`src/bei_regs.svh`:
```
`ifndef BEI_REGS_SVH
`define BEI_REGS_SVH

// Register byte offsets
`define BEI_ENABLE_OFF 12'h41C
`define BEI_STATUS_OFF 12'h414
`define BEI_MAP0_OFF 12'h440
`define BEI_DIR_OFF 12'h450
`define BEI_MAP_STRIDE 12'h004
`define BEI_MAP_REGS 4

// Reset values
`define BEI_ENABLE_RST 32'h0000_0000
`define BEI_STATUS_RST 32'h0000_0000
`define BEI_DIR_RST 8'h00
`define BEI_MAP_RST 3'h0

// Map field layout: 8 fields of 4 bits, code in the low 3
`define BEI_MAP_FIELD_W 4
`define BEI_MAP_CODE_W 3
`define BEI_PIN_COUNT 8

// Processor-bus enable positions
`define BEI_PB_RETRY_PCI_A 27
`define BEI_PB_RETRY_PCI_B 26
`define BEI_PB_RETRY_DMA 25
`define BEI_PB_ERR_PCI_A 23
`define BEI_PB_ERR_PCI_B 22
`define BEI_PB_ERR_DMA 21
`define BEI_PB_ADDR_PAR 20
`define BEI_PB_DPAR_PCI_A 19
`define BEI_PB_DPAR_PCI_B 18
`define BEI_PB_DPAR_DMA 17

// Second PCI bus enable positions (bits 15 to 9)
`define BEI_PCIB_LO 9
`define BEI_PCIB_HI 15

// First PCI bus enable positions
`define BEI_PA_ERR_PCI_B 7
`define BEI_PA_ERR_PB 6
`define BEI_PA_ERR_DMA 5
`define BEI_PA_ADDR_PAR 4
`define BEI_PA_RETRY_PCI_B 3
`define BEI_PA_RETRY_PB 2
`define BEI_PA_RETRY_DMA 1

`endif

```
`src/bei_pkg.sv`:
```
package bei_pkg;

  // One register access from software
  typedef struct packed {
    logic [11:0] addr;
    logic [31:0] wdata;
    logic wr;
    logic rd;
  } bei_bus_req_t;

  // Three-bit pin selector per source
  typedef logic [2:0] bei_map_code_t;

endpackage

```
`src/bei_top.sv`:
```
`timescale 1ns/10ps
`include "bei_regs.svh"

// How it works
// An active status bit reaches a pin only while its enable bit is set.
// The pin for each enabled source comes from map and direction settings.
// Global reset zeroes every enable; software reads and writes each field.
// Bits 27, 26, 25 enable processor-bus retry-limit sources.
// Bits 23, 22, 21 enable processor-bus error sources.
// Bit 20 enables processor-bus address parity error.
// Bits 19, 18, 17 enable processor-bus data parity sources.
// Bits 15, 14, 13 enable second PCI bus error sources.
// Bit 12 enables second PCI bus address parity error.
// Bits 11, 10, 9 enable second PCI bus retry-limit sources.
// Bits 7, 6, 5 first PCI bus errors; bit 4 its address parity.
// Bits 3, 2, 1 enable first PCI bus retry-limit sources.
// Bits 31 to 28, 24, 16, 8 and 0 read zero, writes ignored.
// Single-PCI build: every second PCI bus field reads zero, no effect.
// Status bits clear on reset, set on event, clear on writing one.
// Eight interrupt pins chosen by a 3-bit code; 000 is the first PCI line.
module bei_top #(
  parameter bit DUAL_PCI = 1'b1
) (
  // Clock and reset
  input wire logic ref_clk,
  input wire logic sys_rst,
  // Register port
  input wire bei_pkg::bei_bus_req_t bus_req,
  output logic [31:0] bus_rdata,
  // Error condition pulses, one per status bit
  input wire logic [31:0] err_event,
  // Interrupt pins, open drain, active low
  output logic [7:0] irq_pin_n_out,
  output logic [7:0] irq_pin_oe,
  // Summary interrupt level
  output logic irq_out
);

  // Sources on the processor bus
  localparam logic [31:0] PB_BITS =
    (32'h0000_0001 << `BEI_PB_RETRY_PCI_A) |
    (32'h0000_0001 << `BEI_PB_RETRY_PCI_B) |
    (32'h0000_0001 << `BEI_PB_RETRY_DMA) |
    (32'h0000_0001 << `BEI_PB_ERR_PCI_A) |
    (32'h0000_0001 << `BEI_PB_ERR_PCI_B) |
    (32'h0000_0001 << `BEI_PB_ERR_DMA) |
    (32'h0000_0001 << `BEI_PB_ADDR_PAR) |
    (32'h0000_0001 << `BEI_PB_DPAR_PCI_A) |
    (32'h0000_0001 << `BEI_PB_DPAR_PCI_B) |
    (32'h0000_0001 << `BEI_PB_DPAR_DMA);

  // Second PCI bus block, bits 15 to 9
  localparam logic [31:0] PCIB_BLOCK =
    ((32'h0000_0001 << (`BEI_PCIB_HI + 1)) - 32'h0000_0001) &
    ~((32'h0000_0001 << `BEI_PCIB_LO) - 32'h0000_0001);

  // Sources on the first PCI bus
  localparam logic [31:0] PA_BITS =
    (32'h0000_0001 << `BEI_PA_ERR_PCI_B) |
    (32'h0000_0001 << `BEI_PA_ERR_PB) |
    (32'h0000_0001 << `BEI_PA_ERR_DMA) |
    (32'h0000_0001 << `BEI_PA_ADDR_PAR) |
    (32'h0000_0001 << `BEI_PA_RETRY_PCI_B) |
    (32'h0000_0001 << `BEI_PA_RETRY_PB) |
    (32'h0000_0001 << `BEI_PA_RETRY_DMA);

  // Every field that names the second PCI bus
  localparam logic [31:0] PCIB_FIELDS = PCIB_BLOCK |
    (32'h0000_0001 << `BEI_PB_RETRY_PCI_B) |
    (32'h0000_0001 << `BEI_PB_ERR_PCI_B) |
    (32'h0000_0001 << `BEI_PB_DPAR_PCI_B) |
    (32'h0000_0001 << `BEI_PA_ERR_PCI_B) |
    (32'h0000_0001 << `BEI_PA_RETRY_PCI_B);

  // Implemented bits; everything else is reserved
  localparam logic [31:0] ALL_BITS = PB_BITS | PCIB_BLOCK | PA_BITS;
  localparam logic [31:0] VALID =
    DUAL_PCI ? ALL_BITS : (ALL_BITS & ~PCIB_FIELDS);

  logic [31:0] enable;
  logic [31:0] status;
  logic [7:0] direction;
  bei_pkg::bei_map_code_t map_code [32];
  logic [31:0] next_rdata;
  logic [7:0] next_pin;
  logic [31:0] active;

  // Address hits
  logic hit_en;
  logic hit_st;
  logic hit_dir;
  logic hit_map;
  logic [1:0] map_sel;
  logic [11:0] map_rel;

  always_comb begin
    map_rel = bus_req.addr - `BEI_MAP0_OFF;
    map_sel = map_rel[3:2];
    hit_en = 1'b0;
    hit_st = 1'b0;
    hit_dir = 1'b0;
    hit_map = 1'b0;
    if (bus_req.addr == `BEI_ENABLE_OFF) begin
      hit_en = 1'b1;
    end else if (bus_req.addr == `BEI_STATUS_OFF) begin
      hit_st = 1'b1;
    end else if (bus_req.addr == `BEI_DIR_OFF) begin
      hit_dir = 1'b1;
    end else if (bus_req.addr >= `BEI_MAP0_OFF &&
                 bus_req.addr < `BEI_MAP0_OFF + `BEI_MAP_STRIDE * `BEI_MAP_REGS &&
                 bus_req.addr[1:0] == 2'b00) begin
      hit_map = 1'b1;
    end
  end

  // Enable register, reserved bits never stored
  always_ff @(posedge ref_clk) begin
    if (sys_rst) begin
      enable <= `BEI_ENABLE_RST;
    end else if (bus_req.wr && hit_en) begin
      enable <= bus_req.wdata & VALID;
    end
  end

  // Sticky status, the event wins over a clear in the same cycle
  always_ff @(posedge ref_clk) begin
    if (sys_rst) begin
      status <= `BEI_STATUS_RST;
    end else begin
      status <= ((bus_req.wr && hit_st) ? (status & ~bus_req.wdata) : status) |
                (err_event & VALID);
    end
  end

  // Direction register, one bit per pin, 1 means drive it
  always_ff @(posedge ref_clk) begin
    if (sys_rst) begin
      direction <= `BEI_DIR_RST;
    end else if (bus_req.wr && hit_dir) begin
      direction <= bus_req.wdata[7:0];
    end
  end

  // Map registers, eight 4-bit fields each
  always_ff @(posedge ref_clk) begin
    if (sys_rst) begin
      for (int s = 0; s < 32; s++) begin
        map_code[s] <= `BEI_MAP_RST;
      end
    end else if (bus_req.wr && hit_map) begin
      for (int f = 0; f < 8; f++) begin
        map_code[{map_sel, f[2:0]}] <= bus_req.wdata[f*`BEI_MAP_FIELD_W +: `BEI_MAP_CODE_W];
      end
    end
  end

  // Read mux, unmapped addresses read zero
  always_comb begin
    next_rdata = 32'h0000_0000;
    if (hit_en) begin
      next_rdata = enable;
    end else if (hit_st) begin
      next_rdata = status;
    end else if (hit_dir) begin
      next_rdata = {24'h00_0000, direction};
    end else if (hit_map) begin
      for (int f = 0; f < 8; f++) begin
        next_rdata[f*`BEI_MAP_FIELD_W +: `BEI_MAP_CODE_W] = map_code[{map_sel, f[2:0]}];
      end
    end
  end

  // Read data stands for one cycle after the strobe
  always_ff @(posedge ref_clk) begin
    if (sys_rst) begin
      bus_rdata <= 32'h0000_0000;
    end else if (bus_req.rd) begin
      bus_rdata <= next_rdata;
    end else begin
      bus_rdata <= 32'h0000_0000;
    end
  end

  // Gated sources routed to their selected pin
  always_comb begin
    active = status & enable;
    next_pin = 8'h00;
    for (int s = 0; s < 32; s++) begin
      if (active[s]) begin
        next_pin[map_code[s]] = 1'b1;
      end
    end
    next_pin = next_pin & direction;
  end

  // Pin drivers and summary level
  always_ff @(posedge ref_clk) begin
    if (sys_rst) begin
      irq_pin_oe <= 8'h00;
      irq_pin_n_out <= 8'h00;
      irq_out <= 1'b0;
    end else begin
      irq_pin_oe <= next_pin;
      irq_pin_n_out <= 8'h00;
      irq_out <= |active;
    end
  end

  // Checks
  reset_clears_a: assert property (@(posedge ref_clk)
    sys_rst |=> (enable == 32'h0000_0000 && status == 32'h0000_0000))
    else $error("enable or status not cleared by reset");

  enable_write_a: assert property (@(posedge ref_clk) disable iff (sys_rst)
    (bus_req.wr && bus_req.addr == `BEI_ENABLE_OFF) |=>
      enable == ($past(bus_req.wdata) & VALID))
    else $error("enable write not stored");

  enable_readback_a: assert property (@(posedge ref_clk) disable iff (sys_rst)
    (bus_req.rd && bus_req.addr == `BEI_ENABLE_OFF) |=> bus_rdata == $past(enable))
    else $error("enable read back wrong");

  reserved_zero_a: assert property (@(posedge ref_clk) disable iff (sys_rst)
    (enable & 32'hF101_0101) == 32'h0000_0000)
    else $error("reserved enable bit set");

  single_pci_a: assert property (@(posedge ref_clk) disable iff (sys_rst)
    !DUAL_PCI |-> (enable & PCIB_FIELDS) == 32'h0000_0000)
    else $error("second bus field set in single build");

  gate_block_a: assert property (@(posedge ref_clk) disable iff (sys_rst)
    (status & enable) == 32'h0000_0000 |=> !irq_out && irq_pin_oe == 8'h00)
    else $error("interrupt without enabled source");

  event_set_a: assert property (@(posedge ref_clk) disable iff (sys_rst)
    (err_event & VALID) != 32'h0000_0000 |=>
      (status & $past(err_event) & VALID) == ($past(err_event) & VALID))
    else $error("event did not set status");

  status_clear_a: assert property (@(posedge ref_clk) disable iff (sys_rst)
    (bus_req.wr && bus_req.addr == `BEI_STATUS_OFF && err_event == 32'h0000_0000) |=>
      status == ($past(status) & ~$past(bus_req.wdata)))
    else $error("write one to clear failed");

  pin_dir_a: assert property (@(posedge ref_clk) disable iff (sys_rst)
    ##1 (irq_pin_oe & ~$past(direction)) == 8'h00)
    else $error("pin driven against direction");

  pin_zero_a: assert property (@(posedge ref_clk) disable iff (sys_rst)
    (enable[`BEI_PA_ADDR_PAR] && status[`BEI_PA_ADDR_PAR] && direction[0] &&
     map_code[`BEI_PA_ADDR_PAR] == 3'h0) |=> irq_pin_oe[0])
    else $error("code 000 did not reach pin 0");

  // Bus, status and pin checks
  reset_outputs_a: assert property (@(posedge ref_clk)
    sys_rst |=> (bus_rdata == 32'h0000_0000 && !irq_out && irq_pin_oe == 8'h00))
    else $error("outputs not cleared by reset");

  enable_hold_a: assert property (@(posedge ref_clk) disable iff (sys_rst)
    !(bus_req.wr && bus_req.addr == `BEI_ENABLE_OFF) |=> enable == $past(enable))
    else $error("enable changed without a write");

  rdata_idle_a: assert property (@(posedge ref_clk) disable iff (sys_rst)
    !bus_req.rd |=> bus_rdata == 32'h0000_0000)
    else $error("read data outside its cycle");

  unmapped_read_a: assert property (@(posedge ref_clk) disable iff (sys_rst)
    (bus_req.rd && !hit_en && !hit_st && !hit_dir && !hit_map) |=>
      bus_rdata == 32'h0000_0000)
    else $error("unmapped read not zero");

  reserved_read_a: assert property (@(posedge ref_clk) disable iff (sys_rst)
    (bus_req.rd && bus_req.addr == `BEI_ENABLE_OFF) |=>
      (bus_rdata & 32'hF101_0101) == 32'h0000_0000)
    else $error("reserved bit read as one");

  status_reserved_a: assert property (@(posedge ref_clk) disable iff (sys_rst)
    (status & 32'hF101_0101) == 32'h0000_0000)
    else $error("reserved status bit set");

  single_status_a: assert property (@(posedge ref_clk) disable iff (sys_rst)
    !DUAL_PCI |-> (status & PCIB_FIELDS) == 32'h0000_0000)
    else $error("second bus status set in single build");

  status_hold_a: assert property (@(posedge ref_clk) disable iff (sys_rst)
    (!(bus_req.wr && bus_req.addr == `BEI_STATUS_OFF) && err_event == 32'h0000_0000) |=>
      status == $past(status))
    else $error("status changed without cause");

  irq_level_a: assert property (@(posedge ref_clk) disable iff (sys_rst)
    (status & enable) != 32'h0000_0000 |=> irq_out)
    else $error("enabled source did not raise interrupt");

  pin_needs_irq_a: assert property (@(posedge ref_clk) disable iff (sys_rst)
    irq_pin_oe != 8'h00 |-> irq_out)
    else $error("pin driven with no active source");

  dir_block_a: assert property (@(posedge ref_clk) disable iff (sys_rst)
    direction == 8'h00 |=> irq_pin_oe == 8'h00)
    else $error("pin driven with every direction off");

endmodule

```
`config.mk`:
```
export PLATFORM = sky130hd
export DESIGN_NAME = bei_top
export DESIGN_NICKNAME = d
export VERILOG_FILES = /design/src/bei_pkg.sv /design/src/bei_top.sv
export VERILOG_INCLUDE_DIRS = /design/src
export SDC_FILE = /design/constraint.sdc
export NUM_CORES = 1
export LEC_CHECK = 0
export ABC_CLOCK_PERIOD_IN_PS = 11300
export BUFFER_PORTS_ARGS = -buffer_cell sky130_fd_sc_hd__buf_2
export CAP_MARGIN = 30
export CORE_MARGIN = 1
export CORE_UTILIZATION = 34
export CTS_BUF_LIST = sky130_fd_sc_hd__clkbuf_4 sky130_fd_sc_hd__clkbuf_8
export DETAILED_ROUTE_END_ITERATION = 16
export GPL_ROUTABILITY_DRIVEN = 1
export SYNTH_ARGS = -nofsm -noshare
export SYNTH_HDL_FRONTEND = slang
export SYNTH_SLANG_ARGS = --single-unit
```
`constraint.sdc`:
```
create_clock -name ref_clk -period 11.3 [get_ports ref_clk]
set_input_delay 2.26 -clock ref_clk [delete_from_list [all_inputs] [get_ports ref_clk]]
set_output_delay 2.26 -clock ref_clk [all_outputs]
set_load 0.005 [all_outputs]
```
======== After elaboration in Yosys (flattened, before gate mapping) ========
Memory sizes are Yosys's and may differ from the RTL's.
Cells that the tools add are included.
storage, ports and cells
  flip-flop bits (word level) ............. 105
  memory bits (writable) .................. 96
  output and inout port bits .............. 49
  word-level logic and storage cells ...... 324
  memories ................................ 1
operators by class
  $add $sub $neg .......................... 1
  $lt $le $gt $ge ......................... 66
  equality and inequality tests ........... 3
  mux-type cells .......................... 156
  bitwise operators ....................... 38
  reduce and logical (&&, ||, !) cells .... 51
memories
  name      depth  width  rd ports  clocked after Yosys merged registers in  wr ports  line           RTL
  map_code  32     3      40        0                                        32        bei_top.sv:83  bei_pkg::bei_map_code_t map_code [32];
operators with widths
  operator              count
  $mux 8                32
  $or 8x8->8            31
  $lt 3x4->1 const B    32
  $demux 1 s3           32
  $ge 3x1->1 const B    32
  $mux 3                24
  $mux 1                57
  $mux 5                8
  $logic_and 1x1->1     38
  $eq 12x11->1 const B  3
  $and 32x28->32        1
  $and 32x32->32        1
  $mux 32               1
  $not 32->32           1
  $or 32x28->32         1
  $reduce_or 32->1      1
  $mux 31               1
  $mux 28               1
  $reduce_or 3->1       9
  $ge 12x11->1 const B  1
  $lt 12x11->1 const B  1
  $and 8x8->8           1
  $reduce_or 4->1       1
  $sub 4x1->4 const B   1
  other kinds (3)       4

======== Depth between registers and ports, before layout ========
An unclocked memory read counts as a cell.
  word-level depth ........................ 69
  gate-level depth with buffers ........... 7

======== Least setup slack after synthesis ========
OpenSTA, ideal clock, no wires.
  path kind ............................... input port to flip-flop
  start point ............................. in bus_req[35] (netlist bit)
  end point ............................... mem map_code[3][0] (netlist bit), enable pin
  library setup time ...................... 438 ps
  arrival ................................. 4905 ps
  required time ........................... 10862 ps
  slack ................................... 5956 ps
  cell stages on the path ................. 5
  cell sequence ........................... nor4b_4 and4b_1 buf_4 nand3_4 o21ai_0
RTL lines
  element      line           RTL
  from (decl)  bei_top.sv:28  input wire bei_pkg::bei_bus_req_t bus_req,
  to (decl)    bei_top.sv:83

==> run_results.csv <==
group,metric,value,unit
worst_setup_path,required,11.45,ns
worst_setup_path,timing.critical_path.cells,"buf_2 -> nor4b_4 -> and4b_2 -> buf_4 -> nand3_4 -> nor3b_4 -> or2_2",
worst_setup_path,critical-path-slowest-cell,"sky130_fd_sc_hd__or2_2",
sta,fmaxAchievable,222,MHz
global_route,grt_first_pass_wirelength,61.1,mm
global_route,grt_total_ovfl,0,
final_layout,layout.nets,1225,
clocking,clock-root-buffer,"sky130_fd_sc_hd__clkbuf_8",
pwr,power.leakage,0.00425,µW
synthesis,syn-instance-count,1034,
worst_setup_path,end_kind,"register",
outcome,outcome,"finished clean",
final_layout,n_fill_cell,2870,
worst_setup_path,critical_path.max_stage_delay,0.67,ns
floorplanning,floorplan.core_area,28900,µm²
worst_setup_path,timing.critical_path.fanout_max,25,
clocking,total_of_hold_buffers_inserted_after_clock_tree_synthesis,0,
synthesis,yosys_register_bits,201,
sta,final-hold-violation-count,0,
route,post_drt_via_cell_ratio,5.78,
global_route,grt_antenna_before_repair,0,
route,drc,0,
route,detailed_route_wire_length_per_cell,27.0,µm
clocking,clockBufferDepth,3,
placement,dp.final_hpwl,30.4,mm
pwr,vdd.ir_drop.worst,0.0575,mV
synthesis,yosysSeqAreaShare,0.494,
synthesis,post_synth_num_cell_types,56,
global_route,largest_net_degree_at_the_start_of_global_routing,60,
sta,timing.final.ws_setup,6.79,ns
global_route,global_route_usage_over_all_layers,0.278,
final_layout,final_layout_size_suffix_gt1_frac,0.194,
global_route,grt_pass1_vias,8654,
sta,layout_min_cycle_time,4.51,ns
synthesis,synth_enable_flop_cells,96,
clocking,clk_pin_slew,0.06,ns
placement,numPortBuffers,112,
route,antenna_left,0,
final_layout,instances_no_fill,1556,
sta,setup-tns-final,0,ns
floorplanning,die_area,30400,µm²
placement,gp_congestion,1.03,
placement,place_ws,6.28,ns
sta,final_setup_violation_count,0,
floorplanning,initial_core_util,0.349,
clocking,post_cts.resized_instances,0,
synthesis,syn_area,10100,µm²
route,vias,8994,
route,detailedRoute.firstPassIterationCount,7,
placement,numPlacedInstances,1490,
synthesis,async_s_r_ff_share_synth,0,
floorplanning,floorplan.io_pins,129,
clocking,cts_sinks,201,
sta,rsz_0062_raised_after_global_routing,"no",
clocking,cts_inserted_buffers,36,
sta,drv_slew,0,
run,max-cap-violations,0,
worst_setup_path,worst_ep_arrival_time,4.66,ns
worst_setup_path,setup.worst_path.class,"input pin to register",
floorplanning,die_width,174,µm
sta,worstMarginPinSlew,0.954,ns
final_layout,antenna-diode-count,0,
route,detail_route.iter0.violations,930,
floorplanning,die-height,174,µm
synthesis,ys_dominant_reg_cell,"sky130_fd_sc_hd__dfxtp_1",
clocking,post-cts-setup-buffers,0,
route,drt-total-wl,42.1,mm
sta,clock-skew-final,0.0179,ns
worst_setup_path,worst_setup_path_start_kind,"input pin",
synthesis,syn_avg_cell_area,9.76,µm²
clocking,htree_num_levels,2,
pwr,finalPower,1620,µW
sta,timing.max_slew.rel_slack,0.347,
pwr,p_per_area,138,nW/µm²
final_layout,syn_to_final_growth,16.3,%
clocking,cts_tree,"yes",
synthesis,count_of_synthesis_stage_warnings_from_yosys,0,
floorplanning,row_count,62,
min_path,holdCritPathClass,"register to register",
clocking,worst_skew_late_latency,0.54,ns
sta,layout_worst_path_cycle_share,0.399,
where the power goes:
| part | leakage (µW) | switching, µW | total, µW | internal [µW] |
|---|---|---|---|---|
| logic | 0.00209 | 55.8 | 91.7 | 35.9 |
| clock network | 0.000389 | 312 | 698 | 386 |
| registers | 0.00176 | 43.7 | 830 | 787 |
| total | 0.00425 | 411 | 1620 | 1210 |
layout by cell type, fill, tap and decap left out, types with 24 or more instances in the layout:
| cell | netlist | routed |
|---|---|---|
| sky130_fd_sc_hd__nand2_1 | 118 | 118 |
| sky130_fd_sc_hd__buf_2 | 10 | 112 |
| sky130_fd_sc_hd__dfxtp_1 | 105 | 105 |
| sky130_fd_sc_hd__and2_1 | 96 | 96 |
| sky130_fd_sc_hd__edfxtp_1 | 96 | 96 |
| sky130_fd_sc_hd__a21oi_1 | 79 | 79 |
| sky130_fd_sc_hd__nand3_1 | 73 | 73 |
| sky130_fd_sc_hd__nor2_1 | 73 | 73 |
| sky130_fd_sc_hd__clkbuf_8 | 0 | 41 |
| sky130_fd_sc_hd__nor3_1 | 36 | 36 |
| sky130_fd_sc_hd__a22oi_1 | 27 | 27 |
| sky130_fd_sc_hd__and3_1 | 26 | 25 |
| sky130_fd_sc_hd__mux4_2 | 24 | 24 |
registers in the layout (all words and copies together), names as in the netlist:
signal / count
status: 32
irq_out: 1
map_code: 96
enable: 24
bus_rdata: 32
irq_pin_oe: 8
direction: 8
cells in the mapped netlist, types with 4 or more instances:
| cell type | number | area share |
|---|---|---|
| sky130_fd_sc_hd__o32ai_1 | 7 | 0.0061 |
| sky130_fd_sc_hd__a311oi_1 | 9 | 0.0078 |
| sky130_fd_sc_hd__buf_4 | 11 | 0.0082 |
| sky130_fd_sc_hd__a2111oi_0 | 6 | 0.0052 |
| sky130_fd_sc_hd__nand4_1 | 10 | 0.0062 |
| sky130_fd_sc_hd__clkbuf_1 | 34 | 0.013 |
| sky130_fd_sc_hd__nor3b_1 | 17 | 0.013 |
| sky130_fd_sc_hd__nand3_1 | 73 | 0.036 |
| sky130_fd_sc_hd__a22oi_1 | 27 | 0.020 |
| sky130_fd_sc_hd__a21oi_1 | 79 | 0.039 |
| sky130_fd_sc_hd__o21ai_0 | 6 | 0.0030 |
| sky130_fd_sc_hd__nor3_1 | 36 | 0.018 |
| sky130_fd_sc_hd__and2_1 | 96 | 0.060 |
| sky130_fd_sc_hd__nand2_1 | 118 | 0.044 |
| sky130_fd_sc_hd__dfxtp_1 | 105 | 0.21 |
| sky130_fd_sc_hd__nor4b_1 | 8 | 0.0069 |
| sky130_fd_sc_hd__edfxtp_1 | 96 | 0.29 |
| sky130_fd_sc_hd__nor4_1 | 22 | 0.014 |
| sky130_fd_sc_hd__inv_1 | 18 | 0.0067 |
| sky130_fd_sc_hd__nor2_1 | 73 | 0.027 |
| sky130_fd_sc_hd__buf_2 | 10 | 0.0050 |
| sky130_fd_sc_hd__o2111ai_1 | 6 | 0.0052 |
| sky130_fd_sc_hd__mux4_2 | 24 | 0.054 |
| sky130_fd_sc_hd__a31oi_1 | 14 | 0.0087 |
| sky130_fd_sc_hd__and3_1 | 26 | 0.016 |
| sky130_fd_sc_hd__a222oi_1 | 5 | 0.0050 |
| sky130_fd_sc_hd__nand3b_1 | 16 | 0.012 |
| sky130_fd_sc_hd__nor2b_1 | 10 | 0.0062 |
| sky130_fd_sc_hd__nand2b_1 | 14 | 0.0087 |
| sky130_fd_sc_hd__a32oi_1 | 6 | 0.0052 |
| sky130_fd_sc_hd__o311a_1 | 4 | 0.0040 |
| sky130_fd_sc_hd__o22ai_1 | 8 | 0.0050 |
critical path: cells and delay by family:
| family | cells | cell delay, ns |
|---|---|---|
| buf+inv | 2 | 0.51 |
| simple gates | 5 | 1.84 |
per-layer routing:
metal  vias to the layer above  GRT usage  part of all wire
li1                       4082          -                 -
met1                      4434      0.392              0.44
met2                       412      0.437              0.46
met3                        66     0.0396             0.073
met4                         0     0.0895             0.029
met5                         -          0                 0
logic make-up (layout without fill, tap and decap cells):
| group | after synthesis | in the layout | share of synthesized area |
|---|---|---|---|
| AO/OA/AOI/OAI | 189 | 189 | 0.125 |
| buffers and inverters | 80 | 211 | 0.0370 |
| multiplexers | 24 | 24 | 0.0536 |
| flip-flops | 201 | 201 | 0.494 |
| AND/OR/NAND/NOR | 539 | 539 | 0.290 |
| other | 1 | 8 | 0.000372 |
worst paths after layout:
kind / cells after the start / from / slack [ns] / to
max: 7 / bus_req[35] / 6.79 / map_code[2][13]
min: 2 / status[31] / 0.44 / bus_rdata[31]
max reg2reg: 5 / status[15] / 8.82 / irq_pin_oe[4]
min reg2reg: 2 / status[31] / 0.44 / bus_rdata[31]
through the flow:
step / hold slack (ns) / utilization / instance area [µm²]
detailed placement: 0.417 / 0.379 / 11000
floorplan: 0.405 / - / 10100
finish: 0.436 / 0.406 / 11700
global placement: 0.415 / 0.379 / 11000
CTS: 0.435 / 0.405 / 11700
global route: 0.481 / 0.406 / 11700
area by class of cell:
class | count | area [µm²] | area share
clock buffers | 49 | 624 | 0.0532
repair buffers | 128 | 693 | 0.0591
inverters | 18 | 67.6 | 0.00576
clock inverters | 16 | 114 | 0.00970
flip-flops and latches | 201 | 4980 | 0.425
well taps | 384 | 480 | 0.0409
multi-input cells | 760 | 4770 | 0.407
Note: power is estimated with default switching activity, not from simulation.
